[src/hdl/sfs_pkg.sv]
// Shared constants and types for the serial flash command sequencer
package sfs_pkg;
  localparam int CLK_PERIOD_NS = 10;
  localparam logic [19:0] TOP_ADDR = 20'hF_FFFF;
  localparam logic [20:0] NO_PROT = 21'h10_0000;
  // Opcodes
  localparam logic [7:0] OP_NONE = 8'h00;
  localparam logic [7:0] OP_FREAD = 8'h0B;
  localparam logic [7:0] OP_BPROG = 8'h02;
  localparam logic [7:0] OP_WPROG = 8'hAD;
  localparam logic [7:0] OP_SERASE = 8'h20;
  localparam logic [7:0] OP_B32 = 8'h52;
  localparam logic [7:0] OP_B64 = 8'hD8;
  localparam logic [7:0] OP_CE1 = 8'h60;
  localparam logic [7:0] OP_CE2 = 8'hC7;
  localparam logic [7:0] OP_WRITE_ENABLE_CMD = 8'h06;
  localparam logic [7:0] OP_WRITE_DISABLE_CMD = 8'h04;
  localparam logic [7:0] OP_STATUS_READ_CMD = 8'h05;
  localparam logic [7:0] OP_EBSY = 8'h70;
  localparam logic [7:0] OP_DBSY = 8'h80;
  // Status byte fields
  localparam int ST_BUSY = 0;
  localparam int ST_WEL = 1;
  localparam int ST_AAI = 6;
  // Erase region sizes minus one
  localparam logic [19:0] SECT_MASK = 20'h0_0FFF;
  localparam logic [19:0] B32_MASK = 20'h0_7FFF;
  localparam logic [19:0] B64_MASK = 20'h0_FFFF;
  // Pin vector positions
  localparam int PIN_CE = 0;
  localparam int PIN_SCK = 1;
  localparam int PIN_SI = 2;
  typedef enum logic [2:0] {MC_NONE, MC_READ, MC_PROG, MC_ERASE_SECT, MC_ERASE_B32, MC_ERASE_B64,
    MC_ERASE_ALL} sfs_memcmd_t;
  typedef struct packed {
    sfs_memcmd_t cmd;
    logic [19:0] addr;
    logic [7:0] data;
  } sfs_mem_req_t;
  typedef enum logic [2:0] {PH_CMD, PH_ADDR, PH_DUMMY, PH_RDATA, PH_WDATA, PH_STAT, PH_IGN} sfs_phase_t;
endpackage : sfs_pkg

[src/hdl/sfs_top.sv]
// Serial flash command sequencer: SPI slave, command decode, self-timed program and erase
`timescale 1ns/1ps
module sfs_top #(
  parameter int BYTE_PROGRAM_TIME_US = 10,
  parameter int SECTOR_ERASE_TIME_US = 25000,
  parameter int BLOCK_ERASE_TIME_US = 25000,
  parameter int CHIP_ERASE_TIME_US = 50000
) (
  input wire logic CLK_IN, // 100 MHz clock
  input wire logic ARST_N_IN, // Async reset, active low
  input wire logic CE_N_IN, // Chip select pin, active low
  input wire logic SCK_IN, // Serial clock pin
  input wire logic SI_IN, // Serial data in pin
  input wire logic [20:0] PROT_BASE_IN, // First protected address, 100000h none
  input wire logic [7:0] MEM_RDATA_IN, // Array byte at MEM_REQ_OUT.addr
  output logic SO_OUT, // Serial data out
  output logic SO_OE_OUT, // Serial out drive enable
  output sfs_pkg::sfs_mem_req_t MEM_REQ_OUT, // Array request
  output logic BUSY_OUT, // Operation running
  output logic WEL_OUT, // Write enable latch
  output logic AAI_OUT // Word program mode
);
  localparam int BP_CYC = BYTE_PROGRAM_TIME_US * 1000 / sfs_pkg::CLK_PERIOD_NS;
  localparam int SE_CYC = SECTOR_ERASE_TIME_US * 1000 / sfs_pkg::CLK_PERIOD_NS;
  localparam int BE_CYC = BLOCK_ERASE_TIME_US * 1000 / sfs_pkg::CLK_PERIOD_NS;
  localparam int CE_CYC = CHIP_ERASE_TIME_US * 1000 / sfs_pkg::CLK_PERIOD_NS;

  typedef struct packed {
    logic [2:0] p1, p2, p3, filt;
    sfs_pkg::sfs_phase_t ph;
    logic [2:0] cnt;
    logic [1:0] bcnt, ndat;
    logic [7:0] sr, opc, d0, d1, oshr;
    logic [23:0] addr;
    logic [19:0] rptr, aptr, wr2_a;
    logic busy, write_enable_latch, auto_increment_program, ebsy, aai_end, wr2, so, so_oe;
    logic [31:0] tmr;
    logic [7:0] wr2_d;
    sfs_pkg::sfs_mem_req_t req;
  } sfs_state_t;

  sfs_state_t q, n;
  logic [1:0] rst_q;
  logic rst_n;
  logic ce_rise, sck_rise, sck_fall, ld, go, hit, write_disable_cmd_go;
  logic [7:0] byte_v, st;
  logic [19:0] ea, eend;
  sfs_pkg::sfs_memcmd_t ecmd;
  logic [31:0] etime;

  // Reset release through two stages
  always_ff @(posedge CLK_IN or negedge ARST_N_IN) begin
    if (!ARST_N_IN) begin
      rst_q <= 2'b00;
    end else begin
      rst_q <= {rst_q[0], 1'b1};
    end
  end
  assign rst_n = rst_q[1];

  // Next-state logic for the whole sequencer
  always_comb begin
    n = q;
    ce_rise = 1'b0;
    sck_rise = 1'b0;
    sck_fall = 1'b0;
    ld = 1'b0;
    go = 1'b0;
    hit = 1'b0;
    write_disable_cmd_go = 1'b0;
    ea = '0;
    eend = '0;
    ecmd = sfs_pkg::MC_NONE;
    etime = '0;
    // Pin filter: a level counts once the last two stages agree
    n.p1 = {SI_IN, SCK_IN, CE_N_IN};
    n.p2 = q.p1;
    n.p3 = q.p2;
    for (int i = 0; i < 3; i++) begin
      if (q.p2[i] == q.p3[i]) begin
        n.filt[i] = q.p3[i];
      end
    end
    ce_rise = n.filt[sfs_pkg::PIN_CE] & ~q.filt[sfs_pkg::PIN_CE];
    sck_rise = ~q.filt[sfs_pkg::PIN_CE] & n.filt[sfs_pkg::PIN_SCK] & ~q.filt[sfs_pkg::PIN_SCK];
    sck_fall = ~q.filt[sfs_pkg::PIN_CE] & ~n.filt[sfs_pkg::PIN_SCK] & q.filt[sfs_pkg::PIN_SCK];
    byte_v = {q.sr[6:0], n.filt[sfs_pkg::PIN_SI]};
    st = '0;
    st[sfs_pkg::ST_BUSY] = q.busy;
    st[sfs_pkg::ST_WEL] = q.write_enable_latch;
    st[sfs_pkg::ST_AAI] = q.auto_increment_program;
    // Array port: read address follows the pointer, second word byte goes next
    n.req.cmd = (q.ph == sfs_pkg::PH_RDATA) ? sfs_pkg::MC_READ : sfs_pkg::MC_NONE;
    n.req.addr = q.rptr;
    n.req.data = 8'h00;
    n.wr2 = 1'b0;
    if (q.wr2) begin
      n.req = '{sfs_pkg::MC_PROG, q.wr2_a, q.wr2_d};
    end
    if (q.busy) begin
      if (q.tmr == 32'h0000_0000) begin
        n.busy = 1'b0;
        if (q.aai_end) begin
          n.auto_increment_program = 1'b0;
          n.write_enable_latch = 1'b0;
          n.aai_end = 1'b0;
        end
      end else begin
        n.tmr = q.tmr - 32'h0000_0001;
      end
    end
    // Deselected: bus idle, output released
    if (q.filt[sfs_pkg::PIN_CE]) begin
      n.ph = sfs_pkg::PH_CMD;
      n.cnt = '0;
      n.bcnt = '0;
      n.ndat = '0;
      n.opc = sfs_pkg::OP_NONE;
      n.so_oe = 1'b0;
    end
    if (!q.filt[sfs_pkg::PIN_CE] && q.ebsy && q.auto_increment_program && q.ph != sfs_pkg::PH_STAT) begin
      n.so_oe = 1'b1;
      n.so = ~q.busy;
    end
    // Serial input shifts on rising clock
    if (sck_rise) begin
      n.sr = byte_v;
      n.cnt = q.cnt + 3'd1;
      if (q.cnt == 3'd7) begin
        unique case (q.ph)
          sfs_pkg::PH_CMD: begin
            n.opc = byte_v;
            n.ph = sfs_pkg::PH_IGN;
            if (q.auto_increment_program) begin
              if (byte_v == sfs_pkg::OP_WPROG) begin
                n.ph = sfs_pkg::PH_WDATA;
              end else if (byte_v == sfs_pkg::OP_STATUS_READ_CMD) begin
                n.ph = sfs_pkg::PH_STAT;
              end else if (byte_v != sfs_pkg::OP_WRITE_DISABLE_CMD) begin
                n.opc = sfs_pkg::OP_NONE;
              end
            end else if (byte_v == sfs_pkg::OP_STATUS_READ_CMD) begin
              n.ph = sfs_pkg::PH_STAT;
            end else if (byte_v inside {sfs_pkg::OP_FREAD, sfs_pkg::OP_BPROG, sfs_pkg::OP_WPROG,
                sfs_pkg::OP_SERASE, sfs_pkg::OP_B32, sfs_pkg::OP_B64}) begin
              n.ph = (q.busy && byte_v == sfs_pkg::OP_FREAD) ? sfs_pkg::PH_IGN : sfs_pkg::PH_ADDR;
            end
          end
          sfs_pkg::PH_ADDR: begin
            n.addr = {q.addr[15:0], byte_v};
            n.bcnt = q.bcnt + 2'd1;
            if (q.bcnt == 2'd2) begin
              n.rptr = n.addr[19:0];
              n.ph = (q.opc == sfs_pkg::OP_FREAD) ? sfs_pkg::PH_DUMMY :
                (q.opc == sfs_pkg::OP_BPROG || q.opc == sfs_pkg::OP_WPROG) ? sfs_pkg::PH_WDATA :
                sfs_pkg::PH_IGN;
            end
          end
          sfs_pkg::PH_DUMMY: n.ph = sfs_pkg::PH_RDATA;
          sfs_pkg::PH_WDATA: begin
            if (q.ndat == 2'd0) begin
              n.d0 = byte_v;
            end
            if (q.ndat == 2'd1) begin
              n.d1 = byte_v;
            end
            if (q.ndat != 2'd3) begin
              n.ndat = q.ndat + 2'd1;
            end
          end
          sfs_pkg::PH_RDATA, sfs_pkg::PH_STAT, sfs_pkg::PH_IGN: n.cnt = 3'd0;
        endcase
      end
    end
    // Serial output changes on falling clock, new byte when count is zero
    if (sck_fall && (q.ph == sfs_pkg::PH_RDATA || q.ph == sfs_pkg::PH_STAT)) begin
      n.so_oe = 1'b1;
      if (q.cnt == 3'd0) begin
        ld = (q.ph == sfs_pkg::PH_RDATA);
        n.so = ld ? MEM_RDATA_IN[7] : st[7];
        n.oshr = ld ? {MEM_RDATA_IN[6:0], 1'b0} : {st[6:0], 1'b0};
        if (ld) begin
          n.rptr = q.rptr + 20'h0_0001;
        end
      end else begin
        n.so = q.oshr[7];
        n.oshr = {q.oshr[6:0], 1'b0};
      end
    end
    if (ce_rise && q.cnt == 3'd0) begin
      ea = q.addr[19:0];
      unique case (q.opc)
        sfs_pkg::OP_WRITE_ENABLE_CMD: n.write_enable_latch = q.busy ? q.write_enable_latch : 1'b1;
        sfs_pkg::OP_WRITE_DISABLE_CMD: write_disable_cmd_go = 1'b1;
        sfs_pkg::OP_EBSY: n.ebsy = 1'b1;
        sfs_pkg::OP_DBSY: n.ebsy = 1'b0;
        sfs_pkg::OP_BPROG: begin
          go = q.bcnt == 2'd3 && q.ndat == 2'd1;
          eend = ea;
          ecmd = sfs_pkg::MC_PROG;
          etime = 32'(BP_CYC - 1);
        end
        sfs_pkg::OP_WPROG: begin
          go = q.ndat == 2'd2 && (q.auto_increment_program || q.bcnt == 2'd3);
          ea = q.auto_increment_program ? q.aptr : {q.addr[19:1], 1'b0};
          eend = ea | 20'h0_0001;
          ecmd = sfs_pkg::MC_PROG;
          etime = 32'(BP_CYC - 1);
        end
        sfs_pkg::OP_SERASE: begin
          go = q.bcnt == 2'd3;
          ea = q.addr[19:0] & ~sfs_pkg::SECT_MASK;
          eend = ea | sfs_pkg::SECT_MASK;
          ecmd = sfs_pkg::MC_ERASE_SECT;
          etime = 32'(SE_CYC - 1);
        end
        sfs_pkg::OP_B32: begin
          go = q.bcnt == 2'd3;
          ea = q.addr[19:0] & ~sfs_pkg::B32_MASK;
          eend = ea | sfs_pkg::B32_MASK;
          ecmd = sfs_pkg::MC_ERASE_B32;
          etime = 32'(BE_CYC - 1);
        end
        sfs_pkg::OP_B64: begin
          go = q.bcnt == 2'd3;
          ea = q.addr[19:0] & ~sfs_pkg::B64_MASK;
          eend = ea | sfs_pkg::B64_MASK;
          ecmd = sfs_pkg::MC_ERASE_B64;
          etime = 32'(BE_CYC - 1);
        end
        sfs_pkg::OP_CE1, sfs_pkg::OP_CE2: begin
          go = 1'b1;
          ea = '0;
          eend = sfs_pkg::TOP_ADDR;
          ecmd = sfs_pkg::MC_ERASE_ALL;
          etime = 32'(CE_CYC - 1);
        end
        default: go = 1'b0;
      endcase
      hit = {1'b0, eend} >= PROT_BASE_IN;
      go = go && q.write_enable_latch && !q.busy && !hit;
      if (write_disable_cmd_go) begin
        n.write_enable_latch = 1'b0;
        n.auto_increment_program = 1'b0;
        n.aai_end = 1'b0;
      end
      if (go) begin
        n.busy = 1'b1;
        n.tmr = etime;
        n.req = '{ecmd, ea, q.d0};
        if (q.opc == sfs_pkg::OP_WPROG) begin
          n.auto_increment_program = 1'b1;
          n.wr2 = 1'b1;
          n.wr2_a = eend;
          n.wr2_d = q.d1;
          n.aptr = ea + 20'h0_0002;
          // stop before protected area or top
          n.aai_end = ({1'b0, ea} + 21'h00_0002) >= PROT_BASE_IN;
        end else begin
          n.write_enable_latch = 1'b0;
        end
      end
    end
  end

  // Single state register
  always_ff @(posedge CLK_IN or negedge rst_n) begin
    if (!rst_n) begin
      q <= '0;
      // Pin stages start at idle levels, so no false select rise follows reset
      q.p1 <= 3'h1 << sfs_pkg::PIN_CE;
      q.p2 <= 3'h1 << sfs_pkg::PIN_CE;
      q.p3 <= 3'h1 << sfs_pkg::PIN_CE;
      q.filt <= 3'h1 << sfs_pkg::PIN_CE;
    end else begin
      q <= n;
    end
  end

  assign SO_OUT = q.so;
  assign SO_OE_OUT = q.so_oe;
  assign MEM_REQ_OUT = q.req;
  assign BUSY_OUT = q.busy;
  assign WEL_OUT = q.write_enable_latch;
  assign AAI_OUT = q.auto_increment_program;
endmodule : sfs_top

[config.mk]
export PLATFORM = sky130hd
export DESIGN_NAME = sfs_top
export DESIGN_NICKNAME = d
export VERILOG_FILES = /design/src/hdl/sfs_pkg.sv /design/src/hdl/sfs_top.sv
export SDC_FILE = /design/constraint.sdc
export NUM_CORES = 1
export LEC_CHECK = 0
export BUFFER_PORTS_ARGS = -buffer_cell sky130_fd_sc_hd__buf_2
export CAP_MARGIN = 20
export CORE_AREA = 10 10 142 170
export CTS_CLUSTER_DIAMETER = 200
export DETAILED_ROUTE_END_ITERATION = 8
export DIE_AREA = 0 0 152 180
export MAX_ROUTING_LAYER = met4
export PLACE_DENSITY = 0.75
export SLEW_MARGIN = 20
export SYNTH_ARGS = -nofsm -noshare
export SYNTH_HDL_FRONTEND = slang
export SYNTH_SLANG_ARGS = --single-unit
export TNS_END_PERCENT = 10
[constraint.sdc]
create_clock -name CLK_IN -period 10.6 [get_ports CLK_IN]
set_clock_uncertainty 0.2 [all_clocks]
set_input_delay 1.06 -clock CLK_IN [delete_from_list [all_inputs] [get_ports CLK_IN]]
set_output_delay 1.06 -clock CLK_IN [all_outputs]
set_load 0.02 [all_outputs]
==> results by group <==
Clocking
  • Post-cts hold buffer count: 0
  • Clk_lat worst skew: 0.53 ns
  • Post-CTS Setup Inserts: 0
  • H-tree depth: 1
  • PostCTS Resize Cnt: 0
  • Clock Pin Slew Worst Setup and Hold Paths: 0.06 ns
  • Total clock sinks: 221
  • CTS root buf: clkbuf_16
  • Max clock buf depth: 3
  • TritonCTS clock tree: done
  • TritonCTS Buffers: 24

Setup path
  • Setup CP Type: flop to flop
  • CP most frequent cell: nand2_1
  • CP Capture Type: flop
  • Arr. time, crit path: between 6 and 7 ns
  • Critical Path End: q[109]
  • CP cell instances: clkinv_1 > nand2_1 > nand2_1 > a21oi_1 > nand2_1 > ha_1 > a21o_1 > a21o_1 > a221oi_1 > nor2_1 > o311ai_0 > nand3_2 > nor2_2 > buf_4 > mux2_2
  • Reg-to-Reg Start: AAI_OUT
  • CP max stage cell: o311ai_0
  • R2R setup slack: 3.91 ns
  • Cell depth of the worst setup path: 15
  • Critical path origin: AAI_OUT
  • R2r worst-path depth: 15
  • CP Max Fanout: 26
  • Worst Path Required: 10.80 ns
  • Critical path buffer and inverter count: 2
  • Family with the most delay on the worst path: simple AND/OR/NAND/NOR gates
  • Critical path startpoint category: flop
  • Critical Path Max Stage Delay: 0.89 ns
  • Critical R2R Capture: q[109]

Timing
  • Max-slew violations: 0
  • Worst slew pin tran: 1.06 ns
  • Final Hold Viols: 0
  • Total negative slack: 0 ns
  • Tcrit/Tclk final: 0.631
  • RSZ-0062 raised after global routing: no
  • Final Critical Period: about 6.7 ns
  • Final setup violation count: 0
  • Fmax: 149 MHz
  • Slew HR: 0.285

Power
  • Int Pwr: 0.00149 W
  • Comb power frac: 0.048
  • Final Power: 0.00193 W
  • PD cells: 144 nW/um^2
  • Switching Share: 0.228
  • Leakage: 6.23 nW
  • Reg power frac: 0.463
  • Worst VDD drop: roughly 0.00015 V
  • Switching pwr: between 0.0004 and 0.0005 W
  • Clock share of power: 0.489

Place
  • Inst Count DP: around 1500
  • Detail Placement HPWL: 23500 um
  • Port Buffers: 69
  • Routability Congestion: approximately 1.0

Synth
  • Yosys reg bits: 221
  • Area contributors post-synth: dfrtp_1 (44%), ha_1 (5.5%), mux2_2 (5.4%)
  • Synth Net Count: 1360
  • Post-synth top area cell: dfrtp_1
  • Distinct cells, synth: 82
  • Number of synthesized flops with an enable pin: 0
  • Ys flop type: dfrtp_1
  • Register area share after synthesis: 0.453
  • Mean post-synth cell area: 9.60 sq um
  • Gate Count Post-Synth: approximately 1300
  • Top cell type's share of synthesized area: 0.445
  • Async SR Flop Fraction: 1.00
  • Mapped cell area: 12200 sq um
  • Synthesis Warnings: 0

Cells and area
  • Layout cell share with drive strength beyond 1: 0.167
  • ANT cells: 0
  • Nets: 1374
  • Post-route insts no fill: about 1600
  • Layout area overhead: 9.61%

Routing
  • # DRC: 0
  • Detailed Route WL: 32800 um
  • Vias per inst: between 6 and 7
  • DR pass1 iterations: 5
  • Via count: slightly below 10000
  • DR iter-0 viols: 795
  • Antenna Nets Post-Route: 0
  • Drt wl/cell: 20.8 um

Hold path
  • HP Class: input port to async pin

GRT
  • Global-route wire length before repair: between 50000 and 60000 um
  • Number of global-route vias before repair: 9638
  • Overflow after GRT: 0
  • Largest net degree at the start of global routing: 77
  • Initial antenna violation count: 0
  • Overall Global Routing Usage: 0.239

Die
  • Core area: 20800 sq um
  • Initial cell density of the core: 0.588
  • Die area: roughly 27000 sq um
  • Die Y: roughly 180 um
  • Top-level I/O count: 70
  • Chip Width: 152 um
  • Rows: between 50 and 60

Run
  • Max_cap viols: 0

Outcome
  • Outcome: finished clean
layout by cell type, fill, tap and decap left out, types with 5 or more instances in the layout:
master,netlist,final
nor3_1,37,37
o211ai_1,5,5
nand2_1,168,167
xnor2_1,26,26
nor2_1,76,75
a22oi_1,8,8
xor2_1,18,18
clkbuf_16,0,25
inv_1,40,40
mux2_2,58,58
buf_4,36,13
and4_1,5,5
mux2i_1,9,9
nand4_1,14,14
a21o_1,12,12
a21oi_1,75,75
a31oi_1,10,10
buf_2,17,69
or3_1,11,11
nand2b_1,9,9
and2_1,8,8
dfrtp_1,217,216
o22ai_1,6,6
and3_1,16,15
ha_1,54,54
a32o_1,8,8
o21ai_0,79,79
nand3_1,43,43
nor2b_1,24,24
nor4_1,13,13
a211oi_1,27,27
bufinv_16,0,6
a22o_1,5,5
cells in the mapped netlist, drive strengths merged (18+ instances only):
library cell  instances
nor3                 39
ha                   54
o21ai                82
nand3                48
mux2                 58
xor2                 18
nand2               168
nor2b                25
buf                  56
clkbuf               38
a21oi                75
xnor2                26
inv                  40
a211oi               28
dfrtp               217
nor2                 77
cell type report:
class	count	area [sq um]
Multi-Input combinational cell	916	6010
Clock inverter	11	210
Timing Repair Buffer	82	443
Inverter	41	154
Sequential cell	221	5540
Fill cell	1693	7370
Clock buffer	32	682
Tap cell	270	338
state kept, by name (all words and copies together), names as in the netlist:
name,cells
q,170
MEM_REQ_OUT,31
byte_v,7
n,6
rst_q,2
AAI_OUT,1
BUSY_OUT,1
SO_OE_OUT,1
SO_OUT,1
WEL_OUT,1
metrics by stage:
step	hold slack [ns]	utilization	setup slack, ns	instance area, sq um
after global placement	0.135	0.601	4.16	12500
final	0.109	0.645	3.91	13400
after floorplan	0.131	-	3.79	12200
after CTS	0.101	0.644	4.03	13400
after global routing	0.0955	0.645	3.58	13400
after detailed placement	0.137	0.601	4.05	12500
worst min-delay path by stage:
stage	startpoint	end	slack, ns
floorplan	n[220]	n[217]	0.13
global placement	n[221]	n[218]	0.13
global route	ARST_N_IN	rst_q[1]	0.1
finish	ARST_N_IN	rst_q[1]	0.11
detailed placement	n[221]	n[218]	0.14
CTS	ARST_N_IN	rst_q[1]	0.10
power groups by stage:
stage	logic, W	registers (W)	clock network, W
after floorplan	0.0000704	0.000895	0
after global placement	0.0000903	0.000910	0
after detailed placement	0.0000921	0.000910	0
after CTS	0.0000932	0.000894	0.000955
after global routing	0.000104	0.000898	0.000992
final	0.0000926	0.000895	0.000944
kinds of logic after synthesis:
group / share of synthesized area
compound gates: 0.152
simple gates: 0.192
buf+inv: 0.0543
flops: 0.453
fa+ha+maj: 0.0554
other cells: 0.000307
xor+xnor: 0.0316
mux: 0.0609
per-layer routing:
layer	up-vias	share of wire	wire length [um]	track usage
met2	405	0.48	15600	0.383
met5	-	0	0	-
met1	4719	0.40	13100	0.286
met4	0	0.059	1920	0.126
li1	4567	-	-	-
met3	115	0.066	2170	0.0380
Power figures use the tool's default switching activity.
